===== src/rtl/sss_consts.svh =====
// Constants of the snapshot sensor sequencer: offsets, fields, resets, timing
`ifndef SSS_CONSTS_SVH
`define SSS_CONSTS_SVH

// Configuration register addresses
`define SSS_ADDR_SEQ_CTRL 4'h0
`define SSS_ADDR_COL_START 4'h1
`define SSS_ADDR_ROW_START 4'h2
`define SSS_ADDR_KERNEL_CNT 4'h3
`define SSS_ADDR_RST_LEN 4'h4
`define SSS_ADDR_DS_POS 4'h5
`define SSS_ADDR_TS_POS 4'h6
`define SSS_ADDR_FT_POS 4'h7
`define SSS_ADDR_PIVOT_DAC 4'h8
`define SSS_ADDR_BLACK_DAC 4'h9
`define SSS_ADDR_OFFS_DAC 4'ha
`define SSS_ADDR_CONV_PATH 4'hb
`define SSS_ADDR_AMP_SET 4'hc
`define SSS_ADDR_TRIM_LO 4'hd
`define SSS_ADDR_TRIM_MID 4'he
`define SSS_ADDR_TRIM_HI 4'hf

// Reset values
`define SSS_RST_SEQ_CTRL 12'h029
`define SSS_RST_COL_START 12'h000
`define SSS_RST_ROW_START 12'h000
`define SSS_RST_KERNEL_CNT 12'h0a0
`define SSS_RST_RST_LEN 12'h002
`define SSS_RST_DS_POS 12'h000
`define SSS_RST_TS_POS 12'h000
`define SSS_RST_FT_POS 12'h1e1
`define SSS_RST_PIVOT_DAC 12'h04a
`define SSS_RST_BLACK_DAC 12'h06b
`define SSS_RST_OFFS_DAC 12'h055
`define SSS_RST_CONV_PATH 12'h0f0
`define SSS_RST_AMP_SET 12'hfb0
`define SSS_RST_TRIM_LO 12'hadf
`define SSS_RST_TRIM_MID 12'h6db
`define SSS_RST_TRIM_HI 12'h0db

// Sequencer control fields
`define SSS_F_MASTER 0
`define SSS_F_SUBSAMPLE 1
`define SSS_F_GRAN_LO 2
`define SSS_F_GRAN_HI 3
`define SSS_F_ANALOG_OUT 4
`define SSS_F_CALIB_LINE 5
`define SSS_F_DS_EN 6
`define SSS_F_TS_EN 7
`define SSS_F_REV_X 8
`define SSS_F_REV_Y 9
`define SSS_F_NDR 10

// Serial frame layout: read flag, 4 address bits, 12 data bits, MSB first
`define SSS_SPI_HDR_BITS 5'd5
`define SSS_SPI_ALL_BITS 5'd17

// Array geometry and timing
`define SSS_CLK_DIV 2'd3
`define SSS_ROW_LAST 9'd479
`define SSS_COL_LAST 10'd639
`define SSS_COLS_PER_GROUP 3
`define SSS_PIX_PER_KERNEL 10'd4
`define SSS_ROW_OVH_TICKS 8'd8
`define SSS_PIX_W 10
`define SSS_FIFO_DEPTH 32

`endif


===== src/rtl/sss_pkg.sv =====
// Types of the snapshot sensor sequencer
package sss_pkg;
  // Integration engine states, Gray along wait-reset-integrate-transfer
  typedef enum logic [1:0] {
    I_WAIT = 2'b00,
    I_RESET = 2'b01,
    I_INTEG = 2'b11,
    I_XFER = 2'b10
  } sss_int_st_t;
  // Readout engine states
  typedef enum logic [1:0] {
    R_GAP = 2'b00,
    R_ROW = 2'b01,
    R_BLANK = 2'b11,
    R_SPARE = 2'b10
  } sss_rd_st_t;
endpackage


===== src/rtl/sss_sequencer.sv =====
// Snapshot sensor sequencer: serial registers, integration, readout, pixel FIFO
`timescale 1ns/10ps
`include "sss_consts.svh"

// Pixel FIFO with valid/ready on both sides
module sss_fifo #(
  parameter int W = `SSS_PIX_W,
  parameter int D = `SSS_FIFO_DEPTH
) (
  input wire logic clk_sys_i,
  input wire logic nrst_i,
  input wire logic in_valid_i,
  output logic in_ready_o,
  input wire logic [W-1:0] in_data_i,
  output logic out_valid_o,
  input wire logic out_ready_i,
  output logic [W-1:0] out_data_o
);
  localparam int AW = $clog2(D);
  logic [W-1:0] mem [D]; // Storage words
  logic [AW-1:0] wr_ptr_r; // Write index
  logic [AW-1:0] rd_ptr_r; // Read index
  logic [AW:0] cnt_r; // Fill level
  logic push;
  logic pop;

  assign in_ready_o = (cnt_r != (AW+1)'(D));
  assign out_valid_o = (cnt_r != '0);
  assign out_data_o = mem[rd_ptr_r];
  assign push = in_valid_i && in_ready_o;
  assign pop = out_valid_o && out_ready_i;

  // Memory write
  always_ff @(posedge clk_sys_i) begin
    if (push) begin
      mem[wr_ptr_r] <= in_data_i;
    end
  end

  // Pointers and level
  always_ff @(posedge clk_sys_i) begin
    if (!nrst_i) begin
      wr_ptr_r <= '0;
      rd_ptr_r <= '0;
      cnt_r <= '0;
    end else begin
      if (push) begin
        wr_ptr_r <= wr_ptr_r + 1'b1;
      end
      if (pop) begin
        rd_ptr_r <= rd_ptr_r + 1'b1;
      end
      cnt_r <= cnt_r + (AW+1)'(push) - (AW+1)'(pop);
    end
  end
endmodule

module sss_sequencer (
  input wire logic clk_sys_i,
  input wire logic nrst_i,
  input wire logic spi_clk_i,
  input wire logic spi_en_i,
  input wire logic spi_data_i,
  output logic spi_data_o,
  output logic spi_data_oe_n_o,
  input wire logic int_time_i,
  output logic int_time_o,
  output logic int_time_oe_n_o,
  input wire logic dual_slope_i,
  output logic dual_slope_o,
  output logic dual_slope_oe_n_o,
  input wire logic triple_slope_i,
  output logic triple_slope_o,
  output logic triple_slope_oe_n_o,
  input wire logic overlap_en_i,
  input wire logic [`SSS_PIX_W-1:0] adc_data_i,
  input wire logic pix_ready_i,
  output logic [`SSS_PIX_W-1:0] pix_data_o,
  output logic line_valid_o,
  output logic frame_valid_o,
  output logic [8:0] row_addr_o,
  output logic [9:0] col_addr_o,
  output logic pix_reset_o,
  output logic dual_slope_reset_o,
  output logic triple_slope_reset_o,
  output logic pix_sample_o,
  output logic seq_tick_o
);
  logic [11:0] shadow_r [16]; // Registers as written over the serial link
  logic [11:0] active_r [16]; // Copy the sequencer runs from
  logic [1:0] div_r; // Clock divider
  logic tick; // One-cycle sequencer enable
  logic [2:0] sclk_s; // Serial clock sync plus edge stage
  logic [1:0] sen_s; // Serial enable sync
  logic [1:0] sdat_s; // Serial data sync
  logic [1:0] p1_s, p2_s, p3_s; // Strobe input syncs
  logic [2:0] pin_prev_r; // Strobe levels at the last tick
  logic [4:0] bit_cnt_r; // Serial bits received
  logic [15:0] rx_r; // Serial receive shift
  logic [11:0] tx_r; // Serial transmit shift
  logic rd_mode_r; // Current serial frame is a read
  sss_pkg::sss_int_st_t int_st_r;
  sss_pkg::sss_rd_st_t rd_st_r;
  logic [11:0] line_cnt_r; // Line periods since integration start
  logic [7:0] lp_cnt_r; // Ticks within a line period
  logic ndr_armed_r; // Array already reset in this run
  logic pending_r; // Sampled frame awaiting readout
  logic [8:0] row_r; // Current row
  logic [8:0] rows_left_r; // Rows left in the frame
  logic [7:0] kern_r; // Kernel within the row
  logic [7:0] blank_r; // Blanking ticks
  logic fifo_in_ready;
  logic fifo_out_valid;
  logic [`SSS_PIX_W-1:0] fifo_out_data;
  logic push;
  logic out_take;
  logic master;
  logic line_end;
  logic start_rd;
  logic xfer_go;
  logic [2:0] pin_now;

  // Width mask for each register address
  function automatic logic [11:0] sss_mask(input logic [3:0] a);
    case (a)
      `SSS_ADDR_SEQ_CTRL: sss_mask = 12'h7ff;
      `SSS_ADDR_ROW_START, `SSS_ADDR_TRIM_HI: sss_mask = 12'h1ff;
      `SSS_ADDR_COL_START, `SSS_ADDR_KERNEL_CNT, `SSS_ADDR_PIVOT_DAC,
      `SSS_ADDR_BLACK_DAC, `SSS_ADDR_OFFS_DAC: sss_mask = 12'h0ff;
      default: sss_mask = 12'hfff;
    endcase
  endfunction

  // Reset value for each register address
  function automatic logic [11:0] sss_rst(input logic [3:0] a);
    case (a)
      `SSS_ADDR_SEQ_CTRL: sss_rst = `SSS_RST_SEQ_CTRL;
      `SSS_ADDR_COL_START: sss_rst = `SSS_RST_COL_START;
      `SSS_ADDR_ROW_START: sss_rst = `SSS_RST_ROW_START;
      `SSS_ADDR_KERNEL_CNT: sss_rst = `SSS_RST_KERNEL_CNT;
      `SSS_ADDR_RST_LEN: sss_rst = `SSS_RST_RST_LEN;
      `SSS_ADDR_DS_POS: sss_rst = `SSS_RST_DS_POS;
      `SSS_ADDR_TS_POS: sss_rst = `SSS_RST_TS_POS;
      `SSS_ADDR_FT_POS: sss_rst = `SSS_RST_FT_POS;
      `SSS_ADDR_PIVOT_DAC: sss_rst = `SSS_RST_PIVOT_DAC;
      `SSS_ADDR_BLACK_DAC: sss_rst = `SSS_RST_BLACK_DAC;
      `SSS_ADDR_OFFS_DAC: sss_rst = `SSS_RST_OFFS_DAC;
      `SSS_ADDR_CONV_PATH: sss_rst = `SSS_RST_CONV_PATH;
      `SSS_ADDR_AMP_SET: sss_rst = `SSS_RST_AMP_SET;
      `SSS_ADDR_TRIM_LO: sss_rst = `SSS_RST_TRIM_LO;
      `SSS_ADDR_TRIM_MID: sss_rst = `SSS_RST_TRIM_MID;
      default: sss_rst = `SSS_RST_TRIM_HI;
    endcase
  endfunction

  // Frequently used fields of the running configuration
  assign master = active_r[`SSS_ADDR_SEQ_CTRL][`SSS_F_MASTER];
  assign tick = (div_r == `SSS_CLK_DIV);
  assign pin_now = {p3_s[1], p2_s[1], p1_s[1]};
  assign line_end = tick && (lp_cnt_r == 8'd0);
  assign start_rd = tick && (rd_st_r == sss_pkg::R_GAP) && pending_r;
  assign xfer_go = (rd_st_r == sss_pkg::R_GAP) && !pending_r;
  assign push = (rd_st_r == sss_pkg::R_ROW) && tick && fifo_in_ready;
  assign out_take = !line_valid_o || pix_ready_i;

  // Divide by four; the sequencer advances on one cycle of four
  always_ff @(posedge clk_sys_i) begin
    if (!nrst_i) begin
      div_r <= 2'h0;
      seq_tick_o <= 1'b0;
    end else begin
      div_r <= div_r + 2'h1;
      seq_tick_o <= (div_r == `SSS_CLK_DIV - 2'h1);
    end
  end

  // Two-stage synchronisers for pins from the controller
  always_ff @(posedge clk_sys_i) begin
    if (!nrst_i) begin
      sclk_s <= 3'h0;
      sen_s <= 2'h0;
      sdat_s <= 2'h0;
      p1_s <= 2'h0;
      p2_s <= 2'h0;
      p3_s <= 2'h0;
    end else begin
      sclk_s <= {sclk_s[1:0], spi_clk_i};
      sen_s <= {sen_s[0], spi_en_i};
      sdat_s <= {sdat_s[0], spi_data_i};
      p1_s <= {p1_s[0], int_time_i};
      p2_s <= {p2_s[0], dual_slope_i};
      p3_s <= {p3_s[0], triple_slope_i};
    end
  end

  // Serial link: sample on rising edge, shift out on falling edge
  always_ff @(posedge clk_sys_i) begin
    if (!nrst_i) begin
      bit_cnt_r <= 5'h00;
      rx_r <= 16'h0000;
      tx_r <= 12'h000;
      rd_mode_r <= 1'b0;
      spi_data_o <= 1'b0;
      spi_data_oe_n_o <= 1'b1;
    end else if (!sen_s[1]) begin
      bit_cnt_r <= 5'h00; // Frame ends with the enable
      rd_mode_r <= 1'b0;
      spi_data_oe_n_o <= 1'b1;
    end else begin
      if (sclk_s[1] && !sclk_s[2] && bit_cnt_r != `SSS_SPI_ALL_BITS) begin
        rx_r <= {rx_r[14:0], sdat_s[1]};
        bit_cnt_r <= bit_cnt_r + 5'h01;
        if (bit_cnt_r == 5'h00) begin
          rd_mode_r <= sdat_s[1];
        end
        if (bit_cnt_r == `SSS_SPI_HDR_BITS - 5'h01) begin
          tx_r <= shadow_r[{rx_r[2:0], sdat_s[1]}];
        end
      end
      if (!sclk_s[1] && sclk_s[2] && rd_mode_r && bit_cnt_r >= `SSS_SPI_HDR_BITS) begin
        spi_data_o <= tx_r[11];
        tx_r <= {tx_r[10:0], 1'b0};
        spi_data_oe_n_o <= 1'b0;
      end
    end
  end

  // Shadow registers take whole serial writes
  always_ff @(posedge clk_sys_i) begin
    if (!nrst_i) begin
      for (int i = 0; i < 16; i++) begin
        shadow_r[i] <= sss_rst(4'(i));
      end
    end else if (sen_s[1] && sclk_s[1] && !sclk_s[2] && !rd_mode_r
                 && bit_cnt_r == `SSS_SPI_ALL_BITS - 5'h01) begin
      shadow_r[rx_r[14:11]] <= {rx_r[10:0], sdat_s[1]} & sss_mask(rx_r[14:11]);
    end
  end

  // Running copy follows the shadow only while no frame is read out, so a
  // write made during readout waits for the frame boundary
  always_ff @(posedge clk_sys_i) begin
    if (!nrst_i) begin
      for (int i = 0; i < 16; i++) begin
        active_r[i] <= sss_rst(4'(i));
      end
    end else if (rd_st_r == sss_pkg::R_GAP) begin
      for (int i = 0; i < 16; i++) begin
        active_r[i] <= shadow_r[i];
      end
    end
  end

  // Strobe levels as seen at the previous tick, for slave edges
  always_ff @(posedge clk_sys_i) begin
    if (!nrst_i) begin
      pin_prev_r <= 3'h0;
    end else if (tick) begin
      pin_prev_r <= pin_now;
    end
  end

  // Line period timer: one line is the kernel count plus row overhead plus one tick
  always_ff @(posedge clk_sys_i) begin
    if (!nrst_i) begin
      lp_cnt_r <= 8'h00;
    end else if (tick) begin
      if (lp_cnt_r == 8'h00 || int_st_r == sss_pkg::I_WAIT) begin
        lp_cnt_r <= active_r[`SSS_ADDR_KERNEL_CNT][7:0] + `SSS_ROW_OVH_TICKS;
      end else begin
        lp_cnt_r <= lp_cnt_r - 8'h01;
      end
    end
  end

  // Integration engine: global reset, integrate, transfer to storage
  always_ff @(posedge clk_sys_i) begin
    if (!nrst_i) begin
      int_st_r <= sss_pkg::I_WAIT;
      line_cnt_r <= 12'h000;
      ndr_armed_r <= 1'b0;
    end else if (tick) begin
      case (int_st_r)
        sss_pkg::I_WAIT: begin
          line_cnt_r <= 12'h000;
          // Restart at once when overlapping, else after readout ends
          if ((overlap_en_i || (rd_st_r == sss_pkg::R_GAP && !pending_r))
              && (master || (pin_now[0] && !pin_prev_r[0]))) begin
            if (active_r[`SSS_ADDR_SEQ_CTRL][`SSS_F_NDR] && ndr_armed_r) begin
              int_st_r <= sss_pkg::I_INTEG;
            end else begin
              int_st_r <= sss_pkg::I_RESET;
              ndr_armed_r <= active_r[`SSS_ADDR_SEQ_CTRL][`SSS_F_NDR];
            end
          end
          if (!active_r[`SSS_ADDR_SEQ_CTRL][`SSS_F_NDR]) begin
            ndr_armed_r <= 1'b0;
          end
        end
        sss_pkg::I_RESET: begin
          if (line_end) begin
            line_cnt_r <= line_cnt_r + 12'h001;
          end
          // Slave mode keeps the reset to one tick
          if (!master || (line_end && line_cnt_r + 12'h002
              >= active_r[`SSS_ADDR_RST_LEN])) begin
            int_st_r <= sss_pkg::I_INTEG;
          end
        end
        sss_pkg::I_INTEG: begin
          if (line_end) begin
            line_cnt_r <= line_cnt_r + 12'h001;
          end
          // Storage may be overwritten only once the last frame left it
          if (xfer_go && (master ? (line_cnt_r + 12'h001 >= active_r[`SSS_ADDR_FT_POS])
              : (!pin_now[0] && pin_prev_r[0]))) begin
            int_st_r <= sss_pkg::I_XFER;
          end
        end
        sss_pkg::I_XFER: begin
          int_st_r <= sss_pkg::I_WAIT;
        end
        default: begin
          int_st_r <= sss_pkg::I_WAIT;
        end
      endcase
    end
  end

  // Pixel-array strobes and master-mode strobe outputs
  always_ff @(posedge clk_sys_i) begin
    if (!nrst_i) begin
      pix_reset_o <= 1'b0;
      pix_sample_o <= 1'b0;
      dual_slope_reset_o <= 1'b0;
      triple_slope_reset_o <= 1'b0;
      int_time_o <= 1'b0;
      dual_slope_o <= 1'b0;
      triple_slope_o <= 1'b0;
      int_time_oe_n_o <= 1'b0;
      dual_slope_oe_n_o <= 1'b0;
      triple_slope_oe_n_o <= 1'b0;
    end else begin
      pix_reset_o <= (int_st_r == sss_pkg::I_RESET);
      // One clock of sampling per transfer, on the sequencer tick
      pix_sample_o <= tick && int_st_r == sss_pkg::I_XFER;
      // Extra resets at their programmed line, or slave rising edges
      dual_slope_reset_o <= tick && int_st_r == sss_pkg::I_INTEG
        && active_r[`SSS_ADDR_SEQ_CTRL][`SSS_F_DS_EN]
        && (master ? (line_end && line_cnt_r + 12'h001 == active_r[`SSS_ADDR_DS_POS])
        : (pin_now[1] && !pin_prev_r[1]));
      triple_slope_reset_o <= tick && int_st_r == sss_pkg::I_INTEG
        && active_r[`SSS_ADDR_SEQ_CTRL][`SSS_F_TS_EN]
        && (master ? (line_end && line_cnt_r + 12'h001 == active_r[`SSS_ADDR_TS_POS])
        : (pin_now[2] && !pin_prev_r[2]));
      // Pins driven only in master mode
      int_time_oe_n_o <= !master;
      dual_slope_oe_n_o <= !master;
      triple_slope_oe_n_o <= !master;
      int_time_o <= master && int_st_r == sss_pkg::I_INTEG;
      if (int_st_r != sss_pkg::I_INTEG) begin
        dual_slope_o <= 1'b0;
        triple_slope_o <= 1'b0;
      end else if (dual_slope_reset_o && master) begin
        dual_slope_o <= 1'b1;
      end else if (triple_slope_reset_o && master) begin
        triple_slope_o <= 1'b1;
      end
    end
  end

  // Sampled frame waiting for readout; the sample wins over the start
  always_ff @(posedge clk_sys_i) begin
    if (!nrst_i) begin
      pending_r <= 1'b0;
    end else if (tick && int_st_r == sss_pkg::I_XFER) begin
      pending_r <= 1'b1;
    end else if (start_rd) begin
      pending_r <= 1'b0;
    end
  end

  // Readout engine: rows in turn, kernels within a row
  always_ff @(posedge clk_sys_i) begin
    if (!nrst_i) begin
      rd_st_r <= sss_pkg::R_GAP;
      row_r <= 9'h000;
      rows_left_r <= 9'h000;
      kern_r <= 8'h00;
      blank_r <= 8'h00;
    end else if (tick) begin
      case (rd_st_r)
        sss_pkg::R_GAP: begin
          kern_r <= 8'h00;
          if (pending_r) begin
            rd_st_r <= sss_pkg::R_ROW;
            row_r <= shadow_r[`SSS_ADDR_SEQ_CTRL][`SSS_F_REV_Y]
              ? `SSS_ROW_LAST - shadow_r[`SSS_ADDR_ROW_START][8:0]
              : shadow_r[`SSS_ADDR_ROW_START][8:0];
            rows_left_r <= `SSS_ROW_LAST - shadow_r[`SSS_ADDR_ROW_START][8:0];
          end
        end
        sss_pkg::R_ROW: begin
          if (fifo_in_ready) begin
            kern_r <= kern_r + 8'h01;
            if (kern_r + 8'h01 >= active_r[`SSS_ADDR_KERNEL_CNT][7:0]) begin
              rd_st_r <= sss_pkg::R_BLANK;
              blank_r <= `SSS_ROW_OVH_TICKS;
            end
          end
        end
        sss_pkg::R_BLANK: begin
          kern_r <= 8'h00;
          blank_r <= blank_r - 8'h01;
          if (blank_r == 8'h01) begin
            // Subsampling skips every other row
            if (active_r[`SSS_ADDR_SEQ_CTRL][`SSS_F_SUBSAMPLE]) begin
              rd_st_r <= (rows_left_r < 9'h002) ? sss_pkg::R_GAP : sss_pkg::R_ROW;
              rows_left_r <= rows_left_r - 9'h002;
              row_r <= active_r[`SSS_ADDR_SEQ_CTRL][`SSS_F_REV_Y]
                ? row_r - 9'h002 : row_r + 9'h002;
            end else begin
              rd_st_r <= (rows_left_r == 9'h000) ? sss_pkg::R_GAP : sss_pkg::R_ROW;
              rows_left_r <= rows_left_r - 9'h001;
              row_r <= active_r[`SSS_ADDR_SEQ_CTRL][`SSS_F_REV_Y]
                ? row_r - 9'h001 : row_r + 9'h001;
            end
          end
        end
        default: begin
          rd_st_r <= sss_pkg::R_GAP;
        end
      endcase
    end
  end

  // Array addresses and frame valid
  always_ff @(posedge clk_sys_i) begin
    if (!nrst_i) begin
      row_addr_o <= 9'h000;
      col_addr_o <= 10'h000;
      frame_valid_o <= 1'b0;
    end else begin
      row_addr_o <= row_r;
      // Start counts in eight-pixel groups, width in four-pixel kernels
      col_addr_o <= active_r[`SSS_ADDR_SEQ_CTRL][`SSS_F_REV_X]
        ? `SSS_COL_LAST - (10'(active_r[`SSS_ADDR_COL_START][7:0]) << `SSS_COLS_PER_GROUP)
          - 10'(kern_r) * `SSS_PIX_PER_KERNEL
        : (10'(active_r[`SSS_ADDR_COL_START][7:0]) << `SSS_COLS_PER_GROUP)
          + 10'(kern_r) * `SSS_PIX_PER_KERNEL;
      frame_valid_o <= (rd_st_r != sss_pkg::R_GAP);
    end
  end

  // Converted kernels queue here; a full FIFO stalls the readout
  sss_fifo #(
    .W(`SSS_PIX_W),
    .D(`SSS_FIFO_DEPTH)
  ) u_fifo (
    .clk_sys_i(clk_sys_i),
    .nrst_i(nrst_i),
    .in_valid_i(push),
    .in_ready_o(fifo_in_ready),
    .in_data_i(adc_data_i),
    .out_valid_o(fifo_out_valid),
    .out_ready_i(out_take),
    .out_data_o(fifo_out_data)
  );

  // Output stage: line valid marks each word on the pixel port
  always_ff @(posedge clk_sys_i) begin
    if (!nrst_i) begin
      line_valid_o <= 1'b0;
      pix_data_o <= '0;
    end else if (out_take) begin
      line_valid_o <= fifo_out_valid;
      pix_data_o <= fifo_out_valid ? fifo_out_data : '0;
    end
  end
endmodule


===== config.mk =====
export PLATFORM = sky130hd
export DESIGN_NAME = sss_sequencer
export DESIGN_NICKNAME = d
export VERILOG_FILES = /design/src/rtl/sss_pkg.sv /design/src/rtl/sss_sequencer.sv
export VERILOG_INCLUDE_DIRS = /design/src /design/src/rtl
export SDC_FILE = /design/constraint.sdc
export NUM_CORES = 1
export LEC_CHECK = 0
export CORE_UTILIZATION = 60
export CTS_CLUSTER_SIZE = 28
export DETAILED_ROUTE_END_ITERATION = 8
export DONT_BUFFER_PORTS = 1
export PLACE_DENSITY = 0.81
export REMOVE_ABC_BUFFERS = 1
export SYNTH_ARGS = -nofsm -noshare
export SYNTH_HDL_FRONTEND = slang
export SYNTH_SLANG_ARGS = --single-unit

===== constraint.sdc =====
create_clock -name clk_sys_i -period 7.2 [get_ports clk_sys_i]
set_clock_uncertainty 0.1 [all_clocks]
set_input_delay 1.44 -clock clk_sys_i [delete_from_list [all_inputs] [get_ports clk_sys_i]]
set_output_delay 1.44 -clock clk_sys_i [all_outputs]
set_load 0.005 [all_outputs]

== Word level (Yosys, flattened, before mapping) ==
Memories as Yosys holds them, arrays and structs flattened. A register that Yosys moved wholly into a read port is not among the register bits.
Cells that the tools add are included.
W data, S select, Z words.

* ROM bits: 64
* RAM bits: 704
* Word-level logic and storage cells: 290
* Memories kept: 4
* Output and inout bits: 44
* Bits of input ports: 20
* Register bits: 169

{| class="wikitable"
|+ Memories
! name !! depth !! width !! rd ports !! clocked after memory_dff !! wr ports !! line !! RTL
|-
| u_fifo.mem || 32 || 10 || 1 || 1 || 1 || sss_sequencer.sv:20 || <nowiki>logic [W-1:0] mem [D];</nowiki>
|-
| active_r || 16 || 12 || 7 || 0 || 16 || sss_sequencer.sv:90 || <nowiki>logic [11:0] active_r [16];</nowiki>
|-
| shadow_r || 16 || 12 || 17 || 0 || 16 || sss_sequencer.sv:89 || <nowiki>logic [11:0] shadow_r [16];</nowiki>
|-
| (no name shown) || 16 || 4 || 1 || 1 || 0 || sss_sequencer.sv:125 || <nowiki>case (a)</nowiki>
|}

* $lt $le $gt $ge: 5
* Equal/unequal tests: 25
* Reductions and logical operators: 82
* Bitwise operators: 19
* Muxes and demuxes: 92
* Add/subtract/negate cells: 22

{| class="wikitable"
|+ Operators by type and width
! cell !! count
|-
| $mux W12 || 36
|-
| $mux W9 || 9
|-
| $logic_and A1 B1 Y1 || 36
|-
| $pmux W9 S2 || 2
|-
| $mux W8 || 4
|-
| $pmux W8 S2 || 2
|-
| $eq A12 B12 Y1 || 2
|-
| $ge A12 B12 Y1 || 2
|-
| $pmux W12 S2 || 1
|-
| $mux W1 || 21
|-
| $mux W10 || 2
|-
| $sub A9 B1 Y9 const B || 2
|-
| $sub A9 B2 Y9 const B || 2
|-
| $mux W2 || 8
|-
| $or A1 B1 Y1 || 16
|-
| $reduce_and A4 Y1 || 4
|-
| $reduce_bool A2 Y1 || 8
|-
| $sub A8 B1 Y8 const B || 2
|-
| $add A5 B1 Y5 const B || 3
|-
| $ne A2 B2 Y1 const B || 7
|-
| $add A12 B1 Y12 const B || 1
|-
| $add A12 B2 Y12 const B || 1
|-
| $and A12 B12 Y12 || 1
|-
| $mux W4 || 3
|-
| 38 further kinds || 70
|}

== Logic depth before layout (Yosys ltp) ==
* Depth in word-level cells: 9
* Gate-level depth with buffers: 17
* Depth with buffers taken out: 16

== By module ==
From an unflattened synthesis, not the netlist that was laid out.

* Cell total of the unflattened synthesis: 2649
* Area, all modules: 34050.2 um2

{| class="wikitable"
|+ Modules (own cells, without submodules)
! module !! area an instance (um2) !! seq. area each (um2) !! cells each !! times used
|-
| sss_sequencer || 20561.0 || 10970.5 || 1919 || 1
|-
| sss_fifo || 13489.2 || 10029.6 || 730 || 1
|}

== Least setup slack after synthesis ==
OpenSTA, ideal clock, no wires.

* Path kind: input to register
* From: input nrst_i
* To: memory active_r[0][0] (enable)
* Library setup time: 0.424 ns
* Data arrival time: 3.445 ns
* Path slack: 3.231 ns
* Cell stages on the path: 5
* Path buffers: 2
* Data required time: 6.676 ns
* Cells stage by stage: buf_2 clkinv_1 clkbuf_1 nor2_1 inv_1

{| class="wikitable"
|+ RTL lines
! element !! line !! RTL
|-
| from (decl) || sss_sequencer.sv:60 || <nowiki>input wire logic nrst_i,</nowiki>
|-
| to (decl) || sss_sequencer.sv:90 ||
|}

==> run summary <==
Status = finished clean
Synth Area per Inst = 13.4 um2
Top FF cell, synth = edfxtp_1
Core Rows = 86
Gate count of the mapped netlist = 2533
Die Area = 0.0574 mm2
Detail Placement HPWL = 51100 um
Final setup vio count = 0
FFs w/ async S/R, synth = 0%
Max-cap violations = 0
Yosys cell types = 82
RSZ-0062 raised after global routing = false
Top post-synthesis cells by count = 582 x edfxtp_1, 284 x nor2_1, 176 x dfxtp_1, 157 x nand2_1, 136 x mux4_2
Placed cells = 3148
# IOs = 64
Layout area overhead = 8.97%
CTS tree = done
Fin. max-slew vios = 0
Leak = 12.7 nW
Critical Path Max Stage Delay = 0.70 ns
Number of buffers created by CTS = 75
Clock slew at reported path FFs = 0.06 ns
Max Fanout on Critical Path = 135
#FFs+latches synth = 758
Largest net degree at the start of global routing = 136
PD cells = 286 mW/mm2
Maximum VDD drop = 0.000163 V
Crit Path Class = input pin to flop
Sequential-to-total area share from yosys stat = 62.0%
CP dominant cell by count = nand2_1
Routability congestion estimate = 0.893
Crit share post-route = 53.5%
Design Power = 10.5 mW
Most common cell in the synthesized netlist = edfxtp_1
Min Hold Slack = 0.332 ns
Resize count post-CTS = 0
Initial antenna violation count = 2
Initial Util = 61.1%
H-tree levels = 3
Setup repair bufs after CTS = 0
Routed met1 length = 31500 um
Slew @ Worst Pin = 1.28 ns
Antenna cell count = 0
Final nets = 2592
Initial drt markers = 2794
Cts-stage hold buffer count = 0
Worst path required time = 7.34 ns
Core area = 0.0554 mm2
Die W = 240 um
Top cell type's share of synthesized area = 51.6%
WP data arrival = 3.99 ns
Share of layout cells above drive strength 1 = 13.4%
First-pass DRT Iterations = 7
Vias per cell = 6.52
Clk buf depth = 3
PortBufs = 0
Max Freq = 0.260 GHz
CTS Root Cell = clkbuf_16
Area leader, netlist = edfxtp_1
Total negative slack = 0 ns
Grt ovf = 0
Non-filler cells, final = 3285
CTS Sinks = 758
Met2 WL = 37700 um
DIE HEIGHT = 240 um
Yosys warns = 0
Post-DR wirelength/cell = 24.6 um
Latest clock arrival within the worst-skew pair = 0.62 ns
Hold Fails Final Rpt = 0
ANT nets after route = 0
WL met3 = 8800 um
Startpoint types = input pin
Slowest cell on the critical path = nor2_1
GRT Util Overall = 28.6%
Synth top area cells = edfxtp_1 52%, dfxtp_1 10%, mux4_2 9.0%
Mapped Area = 0.0338 mm2
# DRC = 0
Tmin final = 3.85 ns
Max layer used = met5
Post-synth EDFFs = 582
Slew headroom = 14.8%
Crit. End Element = flop
Vias in the first global route = 20.7k
Vias = 21.4k
CP cell instances = and4b_1, nand4_1, or2_2, nor2_1, nand2_1, nand2_1
Drt total wl = 80900 um
First-pass GRT wire length = 123000 um
Worst min path class = flop to flop
stage by stage:
step / setup WS, ns / util, % / area, um2
detailed placement: 2.92 / 61.9 / 34300
global route: 3.29 / 66.6 / 36900
CTS: 3.50 / 66.6 / 36900
floorplan: 2.14 / - / 33200
finish: 3.35 / 66.6 / 36900
global placement: 3.04 / 61.9 / 34300
layout by cell type (no fill, tap or decap), types with 8 or more instances in the layout:
| master | n |
|---|---|
| o211ai_1 | 12 |
| mux2i_1 | 28 |
| dfxtp_1 | 171 |
| or3_1 | 23 |
| ha_1 | 90 |
| nor4_1 | 10 |
| bufinv_16 | 10 |
| and2_1 | 48 |
| or2_2 | 29 |
| a21oi_1 | 107 |
| clkbuf_16 | 79 |
| xnor2_1 | 40 |
| inv_1 | 97 |
| a22oi_1 | 14 |
| nand4_1 | 14 |
| and3_1 | 97 |
| mux4_2 | 136 |
| nand2_1 | 157 |
| a31oi_1 | 12 |
| clkbuf_1 | 9 |
| nor2_1 | 284 |
| clkinv_2 | 15 |
| clkbuf_8 | 8 |
| edfxtp_1 | 582 |
| nand3_1 | 41 |
| o21ai_0 | 76 |
| nor3_1 | 25 |
| a21o_1 | 15 |
| a211oi_1 | 25 |
| nand2b_1 | 24 |
| buf_4 | 17 |
| o22ai_1 | 16 |
| nor2b_1 | 28 |
| clkinv_1 | 11 |
| xor2_1 | 40 |
| mux2_2 | 16 |
worst max-delay path: cells and delay by family:
kind / cells / cell delay (ns)
and+or+nand+nor: 6 / 2.48
flip-flops by register name, indices dropped and copies added (netlist names), 9 cells and up, named ones only:
register,flops
col_addr_o,9
active_r,70
row_addr_o,9
line_cnt_r,12
u_fifo.mem,320
row_r,9
rx_r,15
rows_left_r,9
pix_data_o,10
shadow_r,192
tx_r,12
report_power, final:
| group | switching [mW] | internal (mW) | leakage, nW |
|---|---|---|---|
| registers | 0.237 | 4.84 | 6.95 |
| logic | 0.643 | 0.691 | 4.49 |
| clock network | 1.67 | 2.45 | 1.28 |
| total | 2.55 | 7.98 | 12.7 |
logic make-up (layout without fill, tap and decap cells):
group           after synthesis  count (layout)  share of synthesized area (%)
simple gates                808             808                           11.7
flops                       758             758                           62.0
mux                         187             187                           11.0
buf+inv                     253             257                           3.06
fa+ha+maj                    95              95                           3.60
compound gates              351             351                           6.55
xor+xnor                     81              81                           2.14
metal layers:
| layer | global-route usage (%) | vias to the layer above |
|---|---|---|
| met3 | 5.05 | 224 |
| met4 | 10.6 | 4 |
| li1 | - | 9305 |
| met1 | 40.8 | 10463 |
| met2 | 44.3 | 1416 |
| met5 | 0 | - |
cell type report:
| class | count | area [um2] |
|---|---|---|
| clock inverter | 41 | 472 |
| inverter | 103 | 389 |
| multi-input combinational | 1522 | 11800 |
| clock buffer | 96 | 2120 |
| sequential | 758 | 21000 |
| tap | 748 | 936 |
| fill | 3615 | 18500 |
| timing repair buffer | 17 | 128 |
path summary, 6_finish.rpt:
check / start / endpoint / slack, ns / cells after the start
worst min register to register: sdat_s[0]$_SDFF_PN0_ / sdat_s[1]$_SDFF_PN0_ / 0.33 / 1
worst min-delay path: sdat_s[0]$_SDFF_PN0_ / sdat_s[1]$_SDFF_PN0_ / 0.33 / 1
worst max register to register: sclk_s[1]$_SDFF_PN0_ / shadow_r[6][2]$_SDFFCE_PN0P_ / 3.65 / 6
worst max-delay path: nrst_i / shadow_r[6][2]$_SDFFCE_PN0P_ / 3.35 / 6
(Power assumes the default switching activity.)
